File: src/rtl/pec_pkg.sv
// Package with register map, reset values, timing constants and types of the protection comparator.
package pec_pkg;

  // Clock and time base of the delay timers.
  localparam int unsigned CLK_PERIOD_NS = 4;
  localparam int unsigned TICK_NS       = 1000;
  localparam int unsigned TICK_CYCLES   = (TICK_NS + CLK_PERIOD_NS - 1) / CLK_PERIOD_NS;

  // Structure counts.
  localparam int unsigned NUM_GROUPS = 6;
  localparam int unsigned NUM_CT     = 4;

  // Register byte offsets.
  localparam logic [7:0] REG_CTRL      = 8'h00;
  localparam logic [7:0] REG_GROUP     = 8'h04;
  localparam logic [7:0] REG_STATUS    = 8'h08;
  localparam logic [7:0] REG_CMD       = 8'h0c;
  localparam logic [7:0] REG_SRC_MASK  = 8'h10;
  localparam logic [7:0] REG_CT_RATE0  = 8'h20;
  localparam logic [7:0] REG_GRP_BASE  = 8'h40;
  localparam logic [7:0] GRP_STRIDE    = 8'h10;
  localparam logic [3:0] GRP_PICKUP    = 4'h0;
  localparam logic [3:0] GRP_ON_DELAY  = 4'h4;
  localparam logic [3:0] GRP_OFF_DELAY = 4'h8;

  // Control and command register fields.
  localparam int unsigned CTRL_ENABLE  = 0;
  localparam int unsigned CTRL_EVENTS  = 1;
  localparam int unsigned CTRL_TGT_LO  = 2;
  localparam int unsigned CTRL_CONTROL = 4;
  localparam int unsigned CTRL_DIGITAL = 5;
  localparam int unsigned CTRL_UNDER   = 6;
  localparam int unsigned CTRL_SRC_LO  = 8;
  localparam int unsigned CMD_TGT_CLR  = 0;

  // Values after reset.
  localparam logic [31:0] CTRL_RST    = 32'h0000_0000;
  localparam logic [2:0]  GROUP_RST   = 3'h1;
  localparam logic [3:0]  MASK_RST    = 4'h1;
  localparam logic [15:0] CT_RATE_RST = 16'h0001;
  localparam logic [15:0] PICKUP_RST  = 16'h0100;
  localparam logic [15:0] DELAY_RST   = 16'h0000;

  typedef enum logic [1:0] {PEC_TGT_OFF, PEC_TGT_SELF, PEC_TGT_LATCH} pec_target_t;
  typedef enum logic [1:0] {PEC_SRC_CUR, PEC_SRC_VOLT, PEC_SRC_AUX} pec_src_t;
  typedef enum {PEC_IDLE, PEC_PICKUP, PEC_OPERATE, PEC_DROPOUT} pec_state_t;

  typedef struct packed {
    logic [15:0] pickup;
    logic [15:0] on_delay;
    logic [15:0] off_delay;
  } pec_set_t;

  typedef struct packed {
    logic pickup;
    logic operate;
    logic target;
    logic pickup_event;
    logic dropout_event;
    logic operate_event;
  } pec_out_t;

endpackage : pec_pkg

File: src/rtl/pec_top.sv
// Protection element comparator with source summation, setting groups, timers, targets and events.
// What this block does
// RULE1: Flag is set to one while the tested input lies inside the programmed range.
// RULE2: Pickup flag while above setting; operate after current stays above for the delay.
// RULE3: Six setting groups, numbered one to six; the active group governs behaviour.
// RULE4: Control-class element uses one setting set whatever group is active.
// RULE5: Summed current base is the larger CT rating; per unit is actual over base.
// RULE6: Element stays inactive until its enable setting is on.
// RULE7: Programmable on-delay between pickup and operate.
// RULE8: Operate held for a programmable off-delay after input leaves pickup range.
// RULE9: Outputs rest at zero until run is one; run low returns them at once. The code keeps a latched target on while run is low.
// RULE10: Block input forms part of run and forces default outputs. The code keeps a latched target on under block.
// RULE11: Target mode off gives no target message or lamp.
// RULE12: Self-reset target follows operate and clears when operate ends.
// RULE13: Latched target stays on after operate ends until a reset command.
// RULE14: With events on, pickup, dropout and operate events are emitted; otherwise none.
// RULE15: Dropout event on pickup falling, even while operate is held by off-delay.
// RULE16: Digital variant compares a logic state; others compare analog values.
// RULE17: Summed currents are rescaled to one common ratio before adding.
// RULE18: Up to four current inputs are summed and ratio matched inside.
// RULE19: Source groups selected currents, phase voltage and one auxiliary voltage.
// RULE20: Pickup lost during on-delay abandons operate; the next pickup restarts timing.
//
// Local design decisions: the Avalon-MM interface to the registers and the placing of the registers.
`timescale 1ns/10ps
module pec_top
  import pec_pkg::*;
#(
  parameter int unsigned DW = 16
) (
  input  wire logic                   ref_clk,
  input  wire logic                   sys_rst,
  input  wire logic [7:0]             avs_address,
  input  wire logic                   avs_read,
  input  wire logic                   avs_write,
  input  wire logic [31:0]            avs_writedata,
  input  wire logic [3:0]             avs_byteenable,
  output logic      [31:0]            avs_readdata,
  output logic                        avs_waitrequest,
  input  wire logic [NUM_CT-1:0][DW-1:0] cur_in,
  input  wire logic [DW-1:0]          volt_in,
  input  wire logic [DW-1:0]          aux_volt_in,
  input  wire logic                   digital_in,
  input  wire logic                   run_in,
  input  wire logic                   block_in,
  input  wire logic                   target_reset,
  output pec_out_t                    elem_out
);

  logic [31:0]           ctrl_q;
  logic [2:0]            group_q;
  logic [NUM_CT-1:0]     src_mask_q;
  logic [NUM_CT-1:0][15:0] ct_rate_q;
  pec_set_t              set_q [NUM_GROUPS];
  logic                  wait_q;
  logic [31:0]           rdata_q;
  logic                  hit_q;
  pec_state_t            state_q;
  pec_state_t            state_d;
  logic [15:0]           cnt_q;
  logic [15:0]           cnt_d;
  logic [7:0]            pre_q;
  logic [7:0]            pre_d;
  pec_out_t              out_q;
  logic                  op_d;
  logic                  tgt_d;

  function automatic logic [31:0] be_merge(input logic [31:0] old_v, input logic [31:0] new_v,
                                           input logic [3:0] be);
    logic [31:0] r;
    r = old_v;
    for (int b = 0; b < 4; b++) begin
      if (be[b]) begin
        r[8*b +: 8] = new_v[8*b +: 8];
      end
    end
    return r;
  endfunction : be_merge

  // Bus decode.
  wire        req       = avs_read | avs_write;
  wire        wr_go     = avs_write & ~wait_q;
  wire [7:0]  grp_off   = avs_address - REG_GRP_BASE;
  wire [3:0]  grp_idx   = grp_off[7:4];
  wire [3:0]  grp_word  = grp_off[3:0];
  wire        grp_hit   = (avs_address >= REG_GRP_BASE) && (grp_idx < 4'(NUM_GROUPS));
  wire        ct_hit    = (avs_address[7:4] == REG_CT_RATE0[7:4]) && ({30'h0, avs_address[3:2]} < NUM_CT);
  wire [1:0]  ct_idx    = avs_address[3:2];
  wire        hit_ctrl  = avs_address == REG_CTRL;
  wire        hit_group = avs_address == REG_GROUP;
  wire        hit_cmd   = avs_address == REG_CMD;
  wire        hit_mask  = avs_address == REG_SRC_MASK;
  wire [31:0] ctrl_new  = be_merge(ctrl_q, avs_writedata, avs_byteenable);
  wire [31:0] wr_word   = be_merge(32'h0000_0000, avs_writedata, avs_byteenable);

  // Settings selection.
  wire        enable    = ctrl_q[CTRL_ENABLE];
  wire        events_en = ctrl_q[CTRL_EVENTS];
  wire [1:0]  tmode     = ctrl_q[CTRL_TGT_LO +: 2];
  wire [1:0]  src_sel   = ctrl_q[CTRL_SRC_LO +: 2];
  wire [2:0]  set_idx   = ctrl_q[CTRL_CONTROL] ? 3'h0 : group_q - 3'h1; // [RULE3] [RULE4]
  wire pec_set_t act_set = set_q[set_idx];                                 // [RULE3]
  wire        run       = enable & run_in & ~block_in;                    // [RULE6] [RULE9] [RULE10]
  wire        pick_now  = run & hit_q;                                    // [RULE1] [RULE2]
  wire        tgt_clr   = target_reset | (wr_go & hit_cmd & avs_writedata[CMD_TGT_CLR]); // [RULE13]

  // Source: ratio-matched current sum, phase voltage or auxiliary voltage.
  logic [33:0] cur_sum;
  logic [15:0] max_rate;
  always_comb begin
    cur_sum  = '0;
    max_rate = '0;
    for (int i = 0; i < NUM_CT; i++) begin
      if (src_mask_q[i]) begin
        cur_sum = cur_sum + {2'b00, 32'(cur_in[i]) * 32'(ct_rate_q[i])}; // [RULE17] [RULE18] [RULE19]
        if (ct_rate_q[i] > max_rate) begin
          max_rate = ct_rate_q[i];                                       // [RULE5]
        end
      end
    end
  end

  // Per-unit test: sum of primary-scaled currents against pickup times the largest rating.
  wire [33:0] cur_lim   = {2'b00, 32'(act_set.pickup) * 32'(max_rate)};   // [RULE5]
  wire [15:0] volt_sel  = (src_sel == PEC_SRC_AUX) ? aux_volt_in : volt_in; // [RULE19]
  wire [33:0] meas      = (src_sel == PEC_SRC_CUR) ? cur_sum : {18'h0, volt_sel};
  wire [33:0] limit     = (src_sel == PEC_SRC_CUR) ? cur_lim : {18'h0, act_set.pickup};
  wire        cur_void  = (src_sel == PEC_SRC_CUR) && (max_rate == 16'h0);
  wire        over_hit  = (meas >= limit) && !cur_void;
  wire        under_hit = (meas < limit) && !cur_void;
  wire        ana_hit   = ctrl_q[CTRL_UNDER] ? under_hit : over_hit;
  wire        cmp_hit   = ctrl_q[CTRL_DIGITAL] ? digital_in : ana_hit;    // [RULE16]

  // Read mux.
  wire pec_set_t rd_set = set_q[grp_idx[2:0]];
  wire [31:0] rd_grp    = (grp_word == GRP_PICKUP)    ? {16'h0, rd_set.pickup} :
                          (grp_word == GRP_ON_DELAY)  ? {16'h0, rd_set.on_delay} :
                          (grp_word == GRP_OFF_DELAY) ? {16'h0, rd_set.off_delay} : 32'h0;
  wire [31:0] status_w  = {26'h0, 2'(state_q), run, out_q.target, out_q.operate, out_q.pickup};
  wire [31:0] rd_word   = hit_ctrl  ? ctrl_q :
                          hit_group ? {29'h0, group_q} :
                          hit_mask  ? {28'h0, src_mask_q} :
                          (avs_address == REG_STATUS) ? status_w :
                          ct_hit    ? {16'h0, ct_rate_q[ct_idx]} :
                          grp_hit   ? rd_grp : 32'h0;

  assign avs_readdata    = rdata_q;
  assign avs_waitrequest = wait_q;
  assign elem_out        = out_q;

  // Bus slave: one wait cycle, read data captured in it, writes at the answering edge.
  always_ff @(posedge ref_clk or posedge sys_rst) begin
    if (sys_rst) begin
      wait_q  <= 1'b1;
      rdata_q <= 32'h0;
    end else begin
      wait_q  <= ~(req & wait_q);
      rdata_q <= (avs_read & wait_q) ? rd_word : rdata_q;
    end
  end

  always_ff @(posedge ref_clk or posedge sys_rst) begin
    if (sys_rst) begin
      ctrl_q     <= CTRL_RST;
      group_q    <= GROUP_RST;
      src_mask_q <= MASK_RST;
      ct_rate_q  <= {NUM_CT{CT_RATE_RST}};
      for (int g = 0; g < NUM_GROUPS; g++) begin
        set_q[g] <= '{PICKUP_RST, DELAY_RST, DELAY_RST};
      end
    end else if (wr_go) begin
      if (hit_ctrl) begin
        ctrl_q <= ctrl_new;
      end
      if (hit_group && avs_byteenable[0] && avs_writedata[2:0] >= 3'h1 && avs_writedata[2:0] <= 3'(NUM_GROUPS)
          && avs_writedata[7:3] == 5'h0) begin
        group_q <= avs_writedata[2:0];                                  // [RULE3]
      end
      if (hit_mask) begin
        src_mask_q <= wr_word[NUM_CT-1:0] | (src_mask_q & ~{NUM_CT{avs_byteenable[0]}});
      end
      if (ct_hit) begin
        ct_rate_q[ct_idx] <= 16'(be_merge({16'h0, ct_rate_q[ct_idx]}, avs_writedata, avs_byteenable));
      end
      if (grp_hit) begin
        unique case (grp_word)
          GRP_PICKUP: begin
            set_q[grp_idx[2:0]].pickup <= 16'(be_merge({16'h0, rd_set.pickup}, avs_writedata, avs_byteenable));
          end
          GRP_ON_DELAY: begin
            set_q[grp_idx[2:0]].on_delay <= 16'(be_merge({16'h0, rd_set.on_delay}, avs_writedata, avs_byteenable));
          end
          GRP_OFF_DELAY: begin
            set_q[grp_idx[2:0]].off_delay <= 16'(be_merge({16'h0, rd_set.off_delay}, avs_writedata, avs_byteenable));
          end
          default: begin
          end
        endcase
      end
    end
  end

  // Element state machine.
  wire tick = pre_q == 8'(TICK_CYCLES - 1);

  always_comb begin
    state_d = state_q;
    unique case (state_q)
      PEC_IDLE: begin
        if (pick_now) begin
          state_d = PEC_PICKUP;
        end
      end
      PEC_PICKUP: begin
        if (!pick_now) begin
          state_d = PEC_IDLE;                                           // [RULE20]
        end else if (cnt_q >= act_set.on_delay) begin
          state_d = PEC_OPERATE;                                        // [RULE7]
        end
      end
      PEC_OPERATE: begin
        if (!pick_now) begin
          state_d = (act_set.off_delay == 16'h0) ? PEC_IDLE : PEC_DROPOUT;
        end
      end
      PEC_DROPOUT: begin
        if (pick_now) begin
          state_d = PEC_OPERATE;
        end else if (cnt_q >= act_set.off_delay) begin
          state_d = PEC_IDLE;                                           // [RULE8]
        end
      end
    endcase
    if (!run) begin
      state_d = PEC_IDLE;                                               // [RULE9] [RULE6]
    end
  end

  assign pre_d = (state_d != state_q || tick) ? 8'h0 : pre_q + 8'h1;
  assign cnt_d = (state_d != state_q) ? 16'h0 : (tick && cnt_q != 16'hffff) ? cnt_q + 16'h1 : cnt_q;
  assign op_d  = (state_d == PEC_OPERATE) || (state_d == PEC_DROPOUT);  // [RULE2] [RULE8]
  assign tgt_d = (tmode == PEC_TGT_SELF)  ? op_d :                       // [RULE12]
                 (tmode == PEC_TGT_LATCH) ? (op_d | (out_q.target & ~tgt_clr)) : 1'b0; // [RULE13] [RULE11]

  always_ff @(posedge ref_clk or posedge sys_rst) begin
    if (sys_rst) begin
      hit_q   <= 1'b0;
      state_q <= PEC_IDLE;
      cnt_q   <= 16'h0;
      pre_q   <= 8'h0;
      out_q   <= '0;
    end else begin
      hit_q               <= cmp_hit;
      state_q             <= state_d;
      cnt_q               <= cnt_d;
      pre_q               <= pre_d;
      out_q.pickup        <= pick_now;                                     // [RULE1] [RULE9]
      out_q.operate       <= op_d;
      out_q.target        <= tgt_d;
      out_q.pickup_event  <= events_en & pick_now & ~out_q.pickup;         // [RULE14]
      out_q.dropout_event <= events_en & ~pick_now & out_q.pickup;         // [RULE15]
      out_q.operate_event <= events_en & op_d & ~out_q.operate;            // [RULE14]
    end
  end
endmodule : pec_top

File: config.mk
export PLATFORM = sky130hd
export DESIGN_NAME = pec_top
export DESIGN_NICKNAME = d
export VERILOG_FILES = /design/src/rtl/pec_pkg.sv /design/src/rtl/pec_top.sv
export SDC_FILE = /design/constraint.sdc
export NUM_CORES = 2
export LEC_CHECK = 0
export BUFFER_PORTS_ARGS = -buffer_cell sky130_fd_sc_hd__buf_2
export CAP_MARGIN = 25
export CORE_MARGIN = 5
export CORE_UTILIZATION = 35
export DETAILED_ROUTE_END_ITERATION = 16
export PLACE_DENSITY = 0.55
export SYNTH_ARGS = -nofsm -noshare
export SYNTH_HDL_FRONTEND = slang
export SYNTH_SLANG_ARGS = --single-unit
File: constraint.sdc
create_clock -name ref_clk -period 22 [get_ports ref_clk]
set_input_delay 1.1 -clock ref_clk [delete_from_list [all_inputs] [get_ports ref_clk]]
set_output_delay 1.1 -clock ref_clk [all_outputs]
set_load 0.005 [all_outputs]
==> out/results.txt <==
crit-path max FO: 20
routability cong.: 0.952
DRT Wirelength: 247000 um
first-iteration detailed-routing DRC count: 4574
worst-skew pair later-pin latency: 660 ps
post-synthesis async set-or-reset flop share: 1.00
Synth Register Bits: 487
Cells after DPL: 10900
Port Buffer Count: 186
CP max stage cell: dfrtp_1
core area: 212000 um2
Mapped Cells: 8216
ys flop type: dfrtp_1
fin crit share: 0.902
Seq/Total Area, Yosys: 0.164
via density per instance: 5.32
Crit Path Category: register to register
# Post-CTS Setup Buffers: 0
H-tree depth reported by CTS: 2
relative slew slack: 0.211
wire per inst: 22.4 um
Final min period: 19850 ps
CTS Hold Bufs: 0
Synth Net Count: 10100
Crit path arrival time: 20360 ps
EDFF count, synth: 0
Root Buffer: clkbuf_16
DP Wirelength: 194000 um
endpoints failing hold: 0
via count: 58800
largest net degree at the start of global routing: 181
Die Wd: 472 um
CTS tree: done
layout cells sized above 1: 0.114
Slew @ Worst Pin: 1150 ps
CTS max path bufs: 3
DR pass1 iterations: 6
Clock Sink Count: 487
Worst path top cell family by delay: adder cells
die height: 472 um
Post-Route Utilization: 0.380
Setup crit start kind: register
Crit. End Element: register
Setup Skew: 40.0 ps
crit path buf inv count: 10
outcome: finished, final reports clean
Rows: 169
CP dominant cell by count: fa_1
Clock transition at path regs: 70 ps
Max Clk Rate: 0.0504 GHz
ANT nets after route: 0
Yosys cell types: 89
Post-Syn Area: 74600 um2
die area: 222000 um2
Worst path max stage delay: 910 ps
Non-Filler Instances: 11100
RSZ-0062 raised after global routing: false
Ports: 187
Final nets: 10000
Total GRT Usage: 0.221
hold slack: 476 ps
Inserted Clock Buffers: 52
Mean Syn Cell Area: 9.07 um2
drt drc: 0
Synth warnings: 0
final count of negative-setup-slack endpoints: 0
first-pass GRT wire length: 383000 um
Final TNS setup: 0 ps
CP Data Required Time: 22510 ps
number of global-route vias before repair: 62500
Final Max Tran Viols: 0
initial core utilization: 0.352
Max-cap violations: 0
GR Overflow Total: 0
Hold Path Class: register to register
post-CTS sizing: 0
Synth-to-Final Area Change: 8.05%
initial antenna violation count: 28
## final timing paths
check	startpoint	end	slack, ps	depth (start not counted)
setup reg to reg	ct_rate_q[4]	hit_q	2150	74
hold reg to reg	avs_readdata[24]	avs_readdata[24]	480	2
hold / removal	avs_readdata[24]	avs_readdata[24]	480	2
min in group asynchronous	sys_rst	elem_out[2]	600	2
max in group asynchronous	sys_rst	avs_readdata[20]	19040	4
setup / recovery	ct_rate_q[4]	hit_q	2150	74
## cells in the mapped netlist, drive strengths merged (76+ instances only)
cell type,n,area share
xnor2,88,0.010
nor2,294,0.015
nand3,76,0.0051
o21ai,304,0.020
a21o,82,0.0083
and2,433,0.036
clkbuf,358,0.018
fa,1066,0.29
inv,1342,0.068
nand2,1323,0.067
a21oi,282,0.019
dfrtp,474,0.16
o21a,85,0.0086
mux2i,135,0.018
mux2,349,0.053
ha,645,0.11
## cells in the final DEF (no fill, tap or decap), drive strengths merged, types with 13 or more instances in the layout
cell	n
ha	645
nor3	50
o21bai	14
o21a	85
o2111ai	13
nor4	46
xnor2	88
nor2	294
nand2	1323
dfrtp	474
nand2b	64
a21oi	282
nor2b	71
a32oi	16
mux4	64
or2	23
o21ai	304
mux2i	135
nand4	41
nand3	76
a211oi	41
diode	13
fa	1066
clkinv	14
and3	24
buf	337
dfstp	13
and2	433
o211ai	37
xor2	50
inv	1344
mux2	349
a22oi	24
a31oi	33
or3	17
clkbuf	69
a21o	82
## area by class of cell
class | count | area [um2]
fill | 21400 | 132000
clock inverter | 28 | 377
sequential | 487 | 12200
tap | 2821 | 3530
timing repair buffer | 337 | 2120
clock buffer | 69 | 1470
antenna | 13 | 32.5
multi-input combinational | 5958 | 55800
inverter | 1342 | 5040
## metrics by stage
| stage | setup slack [ps] | instance area, um2 |
|---|---|---|
| after floorplan | 3700 | 74600 |
| after global placement | 2010 | 78600 |
| after detailed placement | 1800 | 78700 |
| after CTS | 2250 | 80500 |
| after global routing | 1130 | 80500 |
| final | 2150 | 80600 |
## cell families after synthesis
kind of cell / Yosys count / synth area share
xor gates and xnor gates: 138 / 0.0163
muxes: 548 / 0.0902
adders and majority gates: 1711 / 0.394
buffers and inverters: 1771 / 0.0898
AOI/OAI and AO/OA: 1062 / 0.0902
and+or+nand+nor: 2499 / 0.155
DFF: 487 / 0.164
## state kept, by name, indices dropped and copies added, names as in the netlist, 6 cells and up, named ones only
register      flops
avs_readdata     32
cnt_q            16
ct_rate_q        64
ctrl_q           32
elem_out          6
pre_q             8
set_q           288
state_q          32
## metal layers
metal	wire, um	vias to the layer above	share of wire	global-route usage
met5	54	-	0.00022	0
met4	12900	10	0.052	0.0950
met3	15900	481	0.064	0.0304
met2	115000	1978	0.46	0.364
met1	104000	30200	0.42	0.293
li1	-	26200	-	-
## worst reg2reg max path: cells and delay by family, from the launching register on
kind            cells  cell delay [ps]
fa+ha+maj          23             9830
compound gates     24             5950
simple gates       13             1850
flops               1              910
buf+inv            10              520
xor+xnor            3              380
mux                 1              300
Power is not shown: default switching activity piles up to over one toggle a cycle in this logic, so the estimate is an artifact.
